--- config.mk ---
export PLATFORM = sky130hd
export DESIGN_NAME = ldo_setting_regs
export DESIGN_NICKNAME = d
export VERILOG_FILES = /design/src/rtl/ldo_setting_pkg.sv /design/src/rtl/ldo_setting_regs.sv
export VERILOG_INCLUDE_DIRS = /design/src /design/src/rtl
export SDC_FILE = /design/constraint.sdc
export NUM_CORES = 1
export LEC_CHECK = 0
export ABC_CLOCK_PERIOD_IN_PS = 1610
export BUFFER_PORTS_ARGS = -buffer_cell sky130_fd_sc_hd__buf_4
export CORE_AREA = 2 2 91 111
export CTS_CLUSTER_SIZE = 12
export DETAILED_ROUTE_END_ITERATION = 16
export DIE_AREA = 0 0 93 113
export PLACE_DENSITY = 0.76
export SLEW_MARGIN = 20
export SYNTH_ARGS = -nofsm -noshare
export SYNTH_HDL_FRONTEND = slang
export SYNTH_SLANG_ARGS = --single-unit
export TNS_END_PERCENT = 10
--- constraint.sdc ---
create_clock -name aclk -period 1.61 [get_ports aclk]
set_input_delay 0.0805 -clock aclk [delete_from_list [all_inputs] [get_ports aclk]]
set_output_delay 0.0805 -clock aclk [all_outputs]
set_load 0.05 [all_outputs]
--- src/rtl/ldo_setting_defs.svh ---
`ifndef LDO_SETTING_DEFS_SVH
`define LDO_SETTING_DEFS_SVH

// Register indices; the byte address on the bus is four times the index.
`define LDO_A_VSEL_IDX 8'h50
`define LDO_A_CTRL_IDX 8'h51
`define LDO_B_VSEL_IDX 8'h54
`define LDO_B_CTRL_IDX 8'h55
`define LDO_C_VSEL_IDX 8'h60
`define LDO_C_CTRL_IDX 8'h61
`define LDO_D_VSEL_IDX 8'h64
`define LDO_D_CTRL_IDX 8'h65
`define FAULT_STATUS_IDX 8'h70
`define FAULT_MASK_IDX 8'h71

// Control register field positions.
`define CTRL_ENABLE_BIT 7
`define CTRL_DISCHARGE_BIT 6
`define CTRL_SAVER_BIT 5
`define CTRL_DELAY_HI 4
`define CTRL_DELAY_LO 2
`define CTRL_ALLOW_BIT 1
`define CTRL_POK_BIT 0

// Voltage-selection register field positions.
`define VSEL_CODE_HI 5
`define VSEL_CODE_LO 0

// Reset values.
`define CTRL_RESET 8'h00
`define VSEL_RESET 8'h00
`define FAULT_MASK_RESET 4'h0

// Bus answers.
`define RESP_OKAY 2'h0
`define RESP_SLVERR 2'h2

`endif

--- src/rtl/ldo_setting_pkg.sv ---
`default_nettype none
package ldo_setting_pkg;

    // Settings that one regulator output takes from software.
    typedef struct packed {
        logic enable;
        logic shutdown_discharge;
        logic quiescent_saver;
        logic [2:0] turn_on_delay;
        logic fault_irq_allow;
        logic [5:0] target_level_code;
    } ldo_cfg_s;

    typedef logic [1:0] axi_resp_t;

endpackage
`default_nettype wire

--- src/rtl/ldo_setting_regs.sv ---
// Decided for this implementation: the AXI4-Lite slave port.
`timescale 1ns/1ns
`default_nettype none
`include "ldo_setting_defs.svh"

// Function
// - Control bit 0 reads 1 while the output is above its power-OK level.
// - Control bit 7 enables the regulator when written 1, disables when 0.
// - Control bit 6 enables active output discharge during shutdown.
// - Control bit 5 selects low-quiescent-current mode when set.
// - Control bits 4:2 hold the read/write start-up delay code.
// - Control bit 1 set lets regulator faults raise the interrupt.
// - Voltage-selection bits 7:6 are reserved, read zero, ignore writes.
// - Voltage-selection low bits hold the read/write target level code.
module ldo_setting_regs #(
    parameter int ADDR_W = 12
) (
    input wire logic aclk,
    input wire logic aresetn,
    input wire logic [ADDR_W-1:0] s_axi_awaddr,
    input wire logic s_axi_awvalid,
    output logic s_axi_awready,
    input wire logic [31:0] s_axi_wdata,
    input wire logic [3:0] s_axi_wstrb,
    input wire logic s_axi_wvalid,
    output logic s_axi_wready,
    output ldo_setting_pkg::axi_resp_t s_axi_bresp,
    output logic s_axi_bvalid,
    input wire logic s_axi_bready,
    input wire logic [ADDR_W-1:0] s_axi_araddr,
    input wire logic s_axi_arvalid,
    output logic s_axi_arready,
    output logic [31:0] s_axi_rdata,
    output ldo_setting_pkg::axi_resp_t s_axi_rresp,
    output logic s_axi_rvalid,
    input wire logic s_axi_rready,
    input wire logic [3:0] power_ok_in,
    input wire logic [3:0] fault_in,
    output ldo_setting_pkg::ldo_cfg_s [3:0] ldo_cfg,
    output logic irq
);
    import ldo_setting_pkg::*;

    localparam int NCH = 4;
    localparam logic [NCH-1:0][7:0] VSEL_IDX = {`LDO_D_VSEL_IDX,
        `LDO_C_VSEL_IDX, `LDO_B_VSEL_IDX, `LDO_A_VSEL_IDX};
    localparam logic [NCH-1:0][7:0] CTRL_IDX = {`LDO_D_CTRL_IDX,
        `LDO_C_CTRL_IDX, `LDO_B_CTRL_IDX, `LDO_A_CTRL_IDX};
    localparam logic [7:0] CTRL_RST = `CTRL_RESET;
    localparam logic [7:0] VSEL_RST = `VSEL_RESET;

    // The register index is taken from address bits 9:2.
    if (ADDR_W < 10)
    begin : g_addr_check
        $error("ADDR_W must be at least 10 to reach every register");
    end

    ldo_cfg_s [NCH-1:0] cfg_q;
    logic [NCH-1:0] pok_meta_q;
    logic [NCH-1:0] pok_q;
    logic [NCH-1:0] fault_meta_q;
    logic [NCH-1:0] fault_q;
    logic [NCH-1:0] fault_prev_q;
    logic [NCH-1:0] fault_edge;
    logic [NCH-1:0] status_q;
    logic [NCH-1:0] mask_q;
    logic irq_q;
    logic awready_q;
    logic wready_q;
    logic bvalid_q;
    axi_resp_t bresp_q;
    logic arready_q;
    logic rvalid_q;
    axi_resp_t rresp_q;
    logic [31:0] rdata_q;
    logic wr_en;
    logic rd_en;
    logic [7:0] wr_idx;
    logic [7:0] rd_idx;
    logic [7:0] rd_byte;
    logic rd_hit;
    logic wr_hit;

    // True when an index names a register of this block.
    function automatic logic is_mapped(input logic [7:0] idx);
        logic hit;
        hit = (idx == `FAULT_STATUS_IDX) || (idx == `FAULT_MASK_IDX);
        for (int k = 0; k < NCH; k++)
        begin
            hit = hit || (idx == VSEL_IDX[k]) || (idx == CTRL_IDX[k]);
        end
        return hit;
    endfunction

    // Address and data are taken together, so a write lands in one edge.
    assign wr_en = awready_q && s_axi_awvalid && s_axi_wvalid;
    assign rd_en = arready_q && s_axi_arvalid;
    assign wr_idx = s_axi_awaddr[9:2];
    assign rd_idx = s_axi_araddr[9:2];
    assign wr_hit = is_mapped(wr_idx);

    // Write channel: both readies rise for a cycle once both halves wait.
    always_ff @(posedge aclk)
    begin
        if (!aresetn)
        begin
            awready_q <= 1'b0;
            wready_q <= 1'b0;
            bvalid_q <= 1'b0;
            bresp_q <= `RESP_OKAY;
        end
        else
        begin
            awready_q <= 1'b0;
            wready_q <= 1'b0;
            if (s_axi_awvalid && s_axi_wvalid && !awready_q && !bvalid_q)
            begin
                awready_q <= 1'b1;
                wready_q <= 1'b1;
            end
            if (wr_en)
            begin
                bvalid_q <= 1'b1;
                bresp_q <= wr_hit ? `RESP_OKAY : `RESP_SLVERR;
            end
            else if (bvalid_q && s_axi_bready)
            begin
                bvalid_q <= 1'b0;
            end
        end
    end

    // Read mux; reserved and unimplemented bits read as zero.
    always_comb
    begin
        rd_byte = 8'h00;
        rd_hit = 1'b0;
        if (rd_idx == `FAULT_STATUS_IDX)
        begin
            rd_byte = {4'h0, status_q};
            rd_hit = 1'b1;
        end
        if (rd_idx == `FAULT_MASK_IDX)
        begin
            rd_byte = {4'h0, mask_q};
            rd_hit = 1'b1;
        end
        for (int k = 0; k < NCH; k++)
        begin
            if (rd_idx == VSEL_IDX[k])
            begin
                rd_byte = {2'h0, cfg_q[k].target_level_code};
                rd_hit = 1'b1;
            end
            if (rd_idx == CTRL_IDX[k])
            begin
                rd_byte = {cfg_q[k].enable, cfg_q[k].shutdown_discharge,
                    cfg_q[k].quiescent_saver, cfg_q[k].turn_on_delay,
                    cfg_q[k].fault_irq_allow, pok_q[k]};
                rd_hit = 1'b1;
            end
        end
    end

    // Read channel: data is captured at the address edge and held.
    always_ff @(posedge aclk)
    begin
        if (!aresetn)
        begin
            arready_q <= 1'b0;
            rvalid_q <= 1'b0;
            rresp_q <= `RESP_OKAY;
            rdata_q <= 32'h0000_0000;
        end
        else
        begin
            arready_q <= 1'b0;
            if (s_axi_arvalid && !arready_q && !rvalid_q)
            begin
                arready_q <= 1'b1;
            end
            if (rd_en)
            begin
                rvalid_q <= 1'b1;
                rdata_q <= {24'h00_0000, rd_byte};
                rresp_q <= rd_hit ? `RESP_OKAY : `RESP_SLVERR;
            end
            else if (rvalid_q && s_axi_rready)
            begin
                rvalid_q <= 1'b0;
            end
        end
    end

    // Comparator and fault pins are asynchronous, so both pass two stages.
    always_ff @(posedge aclk)
    begin
        if (!aresetn)
        begin
            pok_meta_q <= '0;
            pok_q <= '0;
            fault_meta_q <= '0;
            fault_q <= '0;
            fault_prev_q <= '0;
        end
        else
        begin
            pok_meta_q <= power_ok_in;
            pok_q <= pok_meta_q;
            fault_meta_q <= fault_in;
            fault_q <= fault_meta_q;
            fault_prev_q <= fault_q;
        end
    end

    assign fault_edge = fault_q & ~fault_prev_q;

    // Per-output settings and sticky fault flags.
    for (genvar i = 0; i < NCH; i++)
    begin : g_ch
        always_ff @(posedge aclk)
        begin
            if (!aresetn)
            begin
                cfg_q[i] <= ldo_cfg_s'({CTRL_RST[7:1], VSEL_RST[5:0]});
            end
            else if (wr_en && s_axi_wstrb[0])
            begin
                if (wr_idx == VSEL_IDX[i])
                begin
                    cfg_q[i].target_level_code <=
                        s_axi_wdata[`VSEL_CODE_HI:`VSEL_CODE_LO];
                end
                if (wr_idx == CTRL_IDX[i])
                begin
                    cfg_q[i].enable <= s_axi_wdata[`CTRL_ENABLE_BIT];
                    cfg_q[i].shutdown_discharge <=
                        s_axi_wdata[`CTRL_DISCHARGE_BIT];
                    cfg_q[i].quiescent_saver <=
                        s_axi_wdata[`CTRL_SAVER_BIT];
                    cfg_q[i].turn_on_delay <=
                        s_axi_wdata[`CTRL_DELAY_HI:`CTRL_DELAY_LO];
                    cfg_q[i].fault_irq_allow <=
                        s_axi_wdata[`CTRL_ALLOW_BIT];
                end
            end
        end

        // A new fault beats a write-one-to-clear in the same cycle.
        always_ff @(posedge aclk)
        begin
            if (!aresetn)
            begin
                status_q[i] <= 1'b0;
            end
            else if (fault_edge[i] && cfg_q[i].fault_irq_allow)
            begin
                status_q[i] <= 1'b1;
            end
            else if (wr_en && s_axi_wstrb[0]
                && wr_idx == `FAULT_STATUS_IDX && s_axi_wdata[i])
            begin
                status_q[i] <= 1'b0;
            end
        end
    end

    // Mask register and the registered interrupt level.
    always_ff @(posedge aclk)
    begin
        if (!aresetn)
        begin
            mask_q <= `FAULT_MASK_RESET;
            irq_q <= 1'b0;
        end
        else
        begin
            if (wr_en && s_axi_wstrb[0] && wr_idx == `FAULT_MASK_IDX)
            begin
                mask_q <= s_axi_wdata[NCH-1:0];
            end
            irq_q <= |(status_q & mask_q);
        end
    end

    assign s_axi_awready = awready_q;
    assign s_axi_wready = wready_q;
    assign s_axi_bvalid = bvalid_q;
    assign s_axi_bresp = bresp_q;
    assign s_axi_arready = arready_q;
    assign s_axi_rvalid = rvalid_q;
    assign s_axi_rresp = rresp_q;
    assign s_axi_rdata = rdata_q;
    assign ldo_cfg = cfg_q;
    assign irq = irq_q;
endmodule
`default_nettype wire

==> results of run 1 <==
[metrics by stage]
step | hold WS [ns] | worst slack (ns) | cells | cell area, um2 | setup TNS, ns
after floorplan | 0.208 | -0.00412 | 491 | 4730 | -0.0486
after global placement | 0.288 | 0.0535 | 675 | 5470 | 0
after detailed placement | 0.293 | -0.00805 | 675 | 5470 | -0.0138
after CTS | 0.00598 | 0.0443 | 702 | 5870 | 0
after global routing | 0.00403 | 0.0342 | 702 | 5880 | 0
final | 0.0145 | 0.108 | 702 | 5880 | 0
[sequential cells by signal, summed over array words and instances, names as in the netlist]
signal,cells
s_axi_rvalid,1
s_axi_wready,1
status_q,4
fault_prev_q,4
s_axi_rresp,1
mask_q,4
irq,1
fault_meta_q,4
s_axi_bresp,1
s_axi_bvalid,1
pok_q,4
pok_meta_q,4
s_axi_arready,1
ldo_cfg,52
s_axi_rdata,8
fault_q,4
[cells in the final DEF, fill, tap and decap left out, types with 10 or more instances in the layout]
master         instances
dfxtp_1               93
conb_1                26
nor2_1                16
o22ai_1               11
nor2b_1               66
a21oi_1               10
nand2_1               16
and2_1                23
buf_4                113
dlygate4sd3_1         11
mux2i_1               67
[report_power, final]
part	internal (mW)	total (mW)	switching, mW
Sequential	2.38	2.40	0.0141
Combinational	0.195	0.558	0.363
Clock	1.18	2.06	0.881
Total	3.75	5.01	1.26
[worst min-delay path by stage]
| stage | start | endpoint | cells past startpoint |
|---|---|---|---|
| 4_1_cts | s_axi_arvalid | s_axi_arready$_SDFF_PN0_ | 2 |
| 3_3_place_gp | power_ok_in[1] | pok_meta_q[1]$_SDFF_PN0_ | 2 |
| 5_1_grt | s_axi_arvalid | s_axi_arready$_SDFF_PN0_ | 2 |
| 6_report | s_axi_arvalid | s_axi_arready$_SDFF_PN0_ | 2 |
| 3_5_place_dp | fault_in[3] | fault_meta_q[3]$_SDFF_PN0_ | 2 |
| 2_1_floorplan | fault_in[0] | fault_meta_q[0]$_SDFF_PN0_ | 1 |
[final cells by class]
class | instances | area share [%]
clock buffers | 12 | 4.53
clock inverters | 4 | 0.468
inverters | 4 | 0.255
multi-input cells | 336 | 42.0
flip-flops and latches | 95 | 32.4
well taps | 123 | 2.62
repair buffers | 128 | 17.7
[cells by family (layout without fill, tap and decap cells)]
kind of cell / after synthesis / after routing / synth area share [%]
AO/OA/AOI/OAI: 64 / 64 / 9.24
buffers and inverters: 60 / 148 / 7.81
flip-flops: 95 / 95 / 41.1
multiplexers: 75 / 75 / 16.4
other: 1 / 26 / 0.0810
AND/OR/NAND/NOR: 171 / 171 / 25.4
[repair_timing]
action                                 CTS  global route
gates resized for setup                  1             2
hold buffers                            11             0
pin swaps                                0             1
endpoints found under the hold margin   10             0
setup endpoints to repair                7             8
[metal layers]
metal / vias to the layer above / wire, um
met5: - / 0
met4: 0 / 138
met3: 11 / 671
met2: 114 / 5530
met1: 1709 / 4950
li1: 1788 / -
==> impl_metrics.ini, run 1 <==
[worst_setup_path]
crit_slowest_cell = dlygate4sd3_1
reg2reg_from = s_axi_wready$_SDFF_PN0_
endpoint_kind = flop
cp.arrival_ns = 1.73
cpLargestDelayFamily = buffers and inverters
worst-path-stages = 8
reg2reg_depth = 6
cp_data_required_time_ns = 1.84
cp_slowest_stage_delay_ns = 0.53
worst-path-buf-inv = 3
r2r_slack_ns = 0.13
cp_cell_sequence = dlygate4sd3_1, buf_4, and3_4, nand4b_4, buf_12, nor2_8, mux2i_1, nor2b_1
criticalPathCategory = input pin to flop
crit_fanout = 7
cp-startpoint = s_axi_awvalid
start_kind = input pin
reg2reg_to = ldo_cfg[9]$_SDFFE_PN0P_
setup.worst_path.end = ldo_cfg[9]$_SDFFE_PN0P_

[global_route]
grt_pass1_vias = 3443
use_met3_pct = 6.13
grt_busiest_layer = met2
grt_max_degree = 56
grt_pass1_wl_um = 17600
use_met2_pct = 35.0
gr-total-overflow = 0
track_usage_pct = 21.6
use_met1_pct = 28.2
antenna_found_initial = 0

[floorplanning]
die_h_um = 113
io_pins = 169
die_w_um = 93
start_util_pct = 49.4
core_area_um2 = 9370
die_area_um2 = 10500
row_count = 39

[timing]
clock.fmax_mhz = 666
slew_viol_final = 0
setup_viol = 0
fin_worst_skew_ns = 0.00462
hold_violations = 0
min_period_over_period_pct = 93.3
finalCriticalPeriod_ns = 1.50
grt_setup_unrepaired = false

[finish]
n_antenna_cell = 0
drive_above_1_share_pct = 27.6
fin_nets = 649
multiInputGateArea_um2 = 2470
syn_to_final_growth_pct = 27.0
ff_latch_area_um2 = 1910
nFillCells = 769
finish.utilization_pct = 62.8

[logic_synthesis]
ys_top_cells_by_area = dfxtp_1 (41%), mux2i_1 (14%), nor2b_1 (8.9%)
yosysTopAreaCell = dfxtp_1
synth_edf_count = 0
synth.most_common_cell = dfxtp_1
ys_seq_area_share_pct = 41.1
ys.flop_type = dfxtp_1
ys_types = 55
avgSynthCellArea_um2 = 9.94
synth_area_um2 = 4630
synth_common_cells = dfxtp_1 (95), mux2i_1 (67), nor2b_1 (66)
ys_ff_latch = 95
synth.top_cell.area_share_pct = 41.1
ys_warn_count = 0
synthCells = 466
synth_async_sr_flop_share_pct = 0

[place]
dp_hpwl_um = 8200
port_buffers = 107
gp_congestion = 0.846

[routing]
routed_via_density = 5.16
wl_um = 11300
drt-initial-drc-count = 166
drc = 0
ant_nets = 0
wire_per_inst_um = 16.1
drt_first_pass_iters = 4
vias = 3622

[job]
drv_cap = 0

[cts]
clock_latency_ns = 0.34
cts_tree = done
clkSinkCount = 95
clockRootBuffer = clkbuf_16
htree_levels = 3
cts.path.max_buffers = 2
postCtsSetupRepairBufs = 0
numCtsBuffers = 9
clk_pin_slew_ns = 0.06

[power_and_ir_drop]
max-vdd-ir-drop_uv = 497
power_density_nw_per_um2 = 852
power_mw = 5.01
leakage_nw = 2.47

[status]
outcome = finished clean

[min_path]
hold_path_class = input pin to flop
(Power assumes the default switching activity.)
==> run 2: changes to the inputs <==
--- a/config.mk
+++ b/config.mk
@@ -8,11 +8,13 @@
 export LEC_CHECK = 0
 export ABC_CLOCK_PERIOD_IN_PS = 1610
 export BUFFER_PORTS_ARGS = -buffer_cell sky130_fd_sc_hd__buf_4
-export CORE_AREA = 2 2 91 111
+export CELL_PAD_IN_SITES_DETAIL_PLACEMENT = 1
+export CELL_PAD_IN_SITES_GLOBAL_PLACEMENT = 2
+export CORE_AREA = 2 2 119 144
 export CTS_CLUSTER_SIZE = 12
 export DETAILED_ROUTE_END_ITERATION = 16
-export DIE_AREA = 0 0 93 113
-export PLACE_DENSITY = 0.76
+export DIE_AREA = 0 0 121 146
+export PLACE_DENSITY = 0.75
 export SLEW_MARGIN = 20
 export SYNTH_ARGS = -nofsm -noshare
 export SYNTH_HDL_FRONTEND = slang
==> run 2 against run 1 <==
- clock-buffer cell count is 3 lower
- sequential share of layout area is 0.89 points lower
- critical path depth stayed put
- combinational power is 3% higher
- sequential cell count stayed put
- register-to-register slack worse by 0.02 ns
- global-route usage is 5.9 points lower
- sequential power hardly changed
- routed wire length is 22% higher
- first-iteration DRC count is 3.0% lower
- critical endpoint is now ldo_cfg[48]$_SDFFE_PN0P_
- highest routed layer unchanged
==> impl_metrics.ini, run 2 (synthesis gave the netlist of run 1 again) <==
[min_path]
min_to = s_axi_rvalid$_SDFFE_PN0P_
hold_start = s_axi_rready
hold_depth = 3
hold_path_class = input pin to flop

[worst_setup_path]
cp_data_required_time_ns = 1.86
crit_fanout = 7
r2r_slack_ns = 0.11
start_kind = input pin
endpoint_kind = flop
reg2reg_from = s_axi_wready$_SDFF_PN0_
criticalPathCategory = input pin to flop
cp.arrival_ns = 1.76
cp-startpoint = s_axi_awvalid
reg2reg_depth = 6
reg2reg_to = ldo_cfg[48]$_SDFFE_PN0P_

[cts]
clockRootBuffer = clkbuf_16
clkSinkCount = 95
numCtsBuffers = 9
clock_latency_ns = 0.35
cts.path.max_buffers = 2
clk_pin_slew_ns = 0.08
cts_tree = done
htree_levels = 3

[finish]
n_antenna_cell = 0
final_common_cell = buf_4
multiInputGateArea_um2 = 2470
drive_above_1_share_pct = 28.7
nFillCells = 1838
final_cell_mix = buf_4 (121), dfxtp_1 (93), mux2i_1 (67)
finalInstanceArea_um2 = 6050
stdcell_count = 798
ff_latch_area_um2 = 1910
finish.utilization_pct = 37.4
syn_to_final_growth_pct = 30.5
largest_reg_flops = 52
fin_nets = 656

[timing]
layout_setup_ws_ns = 0.0929
finalCriticalPeriod_ns = 1.52
grt_setup_unrepaired = false
clock.fmax_mhz = 659
hold_ws_ns = 0.0121
fin_worst_skew_ns = 0.00875
setup_viol = 0
slew_viol_final = 0
min_period_over_period_pct = 94.2
hold_violations = 0

[power_and_ir_drop]
max-vdd-ir-drop_uv = 459
leakage_nw = 2.50
power_density_nw_per_um2 = 857

[place]
dp_cells = 772
gp_congestion = 0.756
port_buffers = 107
dp_hpwl_um = 10400
placed_cell_area_um2 = 5640
post-place-ws_ns = -0.0542

[routing]
ant_nets = 0
vias = 3710
drt-initial-drc-count = 161
wire_per_inst_um = 17.3
routed_via_density = 4.65
drc = 0
wl_um = 13800
drt_first_pass_iters = 4

[global_route]
gr-total-overflow = 0
antenna_found_initial = 0
grt_pass1_wl_um = 21300
grt_pass1_vias = 3858
grt_max_degree = 40
track_usage_pct = 15.7

[floorplanning]
core_area_um2 = 16100
io_pins = 169
start_util_pct = 28.7
die_w_um = 121
row_count = 51
die_area_um2 = 17700
die_h_um = 146

[status]
outcome = finished clean

[job]
drv_cap = 0
==> run 2: cell types whose count changed in the layout (fill, tap and decap cells not counted) <==
cell / before / now
clkinv_4: 1 / 0
clkinvlp_4: 0 / 1
dlygate4sd3_1: 11 / 10
buf_4: 113 / 121
clkinv_2: 2 / 1
nor2_4: 1 / 0
inv_6: 1 / 4
bufinv_16: 0 / 1
nor2_2: 0 / 1
clkbuf_8: 3 / 0
==> run 2: cell type report <==
cell class	count	area share, %
Clock inverter	7	1.28
Multi-Input combinational cell	336	40.8
Inverter	4	0.248
Timing Repair Buffer	135	18.0
Tap cell	212	4.39
Sequential cell	95	31.5
Clock buffer	9	3.73
==> run 2: metal layers <==
| metal | vias to the layer above | part of all wire [%] | global-route usage, % |
|---|---|---|---|
| met3 | 8 | 4.6 | 3.25 |
| met4 | 0 | 1.0 | 4.19 |
| met5 | - | 0 | 0 |
| met1 | 1817 | 42 | 18.5 |
| li1 | 1797 | - | - |
| met2 | 88 | 52 | 28.3 |
==> run 2: critical path: stages <==
cell           delay, ns
dlygate4sd3_1       0.53
buf_4               0.11
and3_4              0.23
nand4b_4            0.11
buf_12              0.17
nor2_8              0.22
mux2i_1             0.24
nor2b_1             0.07
==> run 2: repair_timing <==
action,4_1_cts,5_1_grt
gates resized for setup,1,1
buffers inserted,0,0
pin swaps,0,4
hold buffers,10,0
endpoints found under the hold margin,10,0
setup endpoints to repair,33,16
==> run 2: report_power, final <==
part | switching (mW) | total [mW] | internal, mW
Combinational | 0.371 | 0.573 | 0.203
Clock | 0.988 | 2.21 | 1.22
Sequential | 0.0146 | 2.40 | 2.38
Total | 1.37 | 5.18 | 3.81
==> run 2: worst max-delay path by stage <==
stage	to	slack (ns)
floorplan	ldo_cfg[19]$_SDFFE_PN0P_	-0.004
global placement	ldo_cfg[43]$_SDFFE_PN0P_	0.0005
global route	ldo_cfg[22]$_SDFFE_PN0P_	0.02
detailed placement	ldo_cfg[37]$_SDFFE_PN0P_	-0.05
CTS	ldo_cfg[37]$_SDFFE_PN0P_	0.02
finish	ldo_cfg[48]$_SDFFE_PN0P_	0.09
==> run 2: stage by stage <==
stage | power (mW) | TNS, ns
after floorplan | 2.87 | -0.0486
after global placement | 3.00 | 0
after detailed placement | 3.01 | -0.610
after CTS | 5.23 | 0
after global routing | 5.38 | 0
final | 5.18 | 0
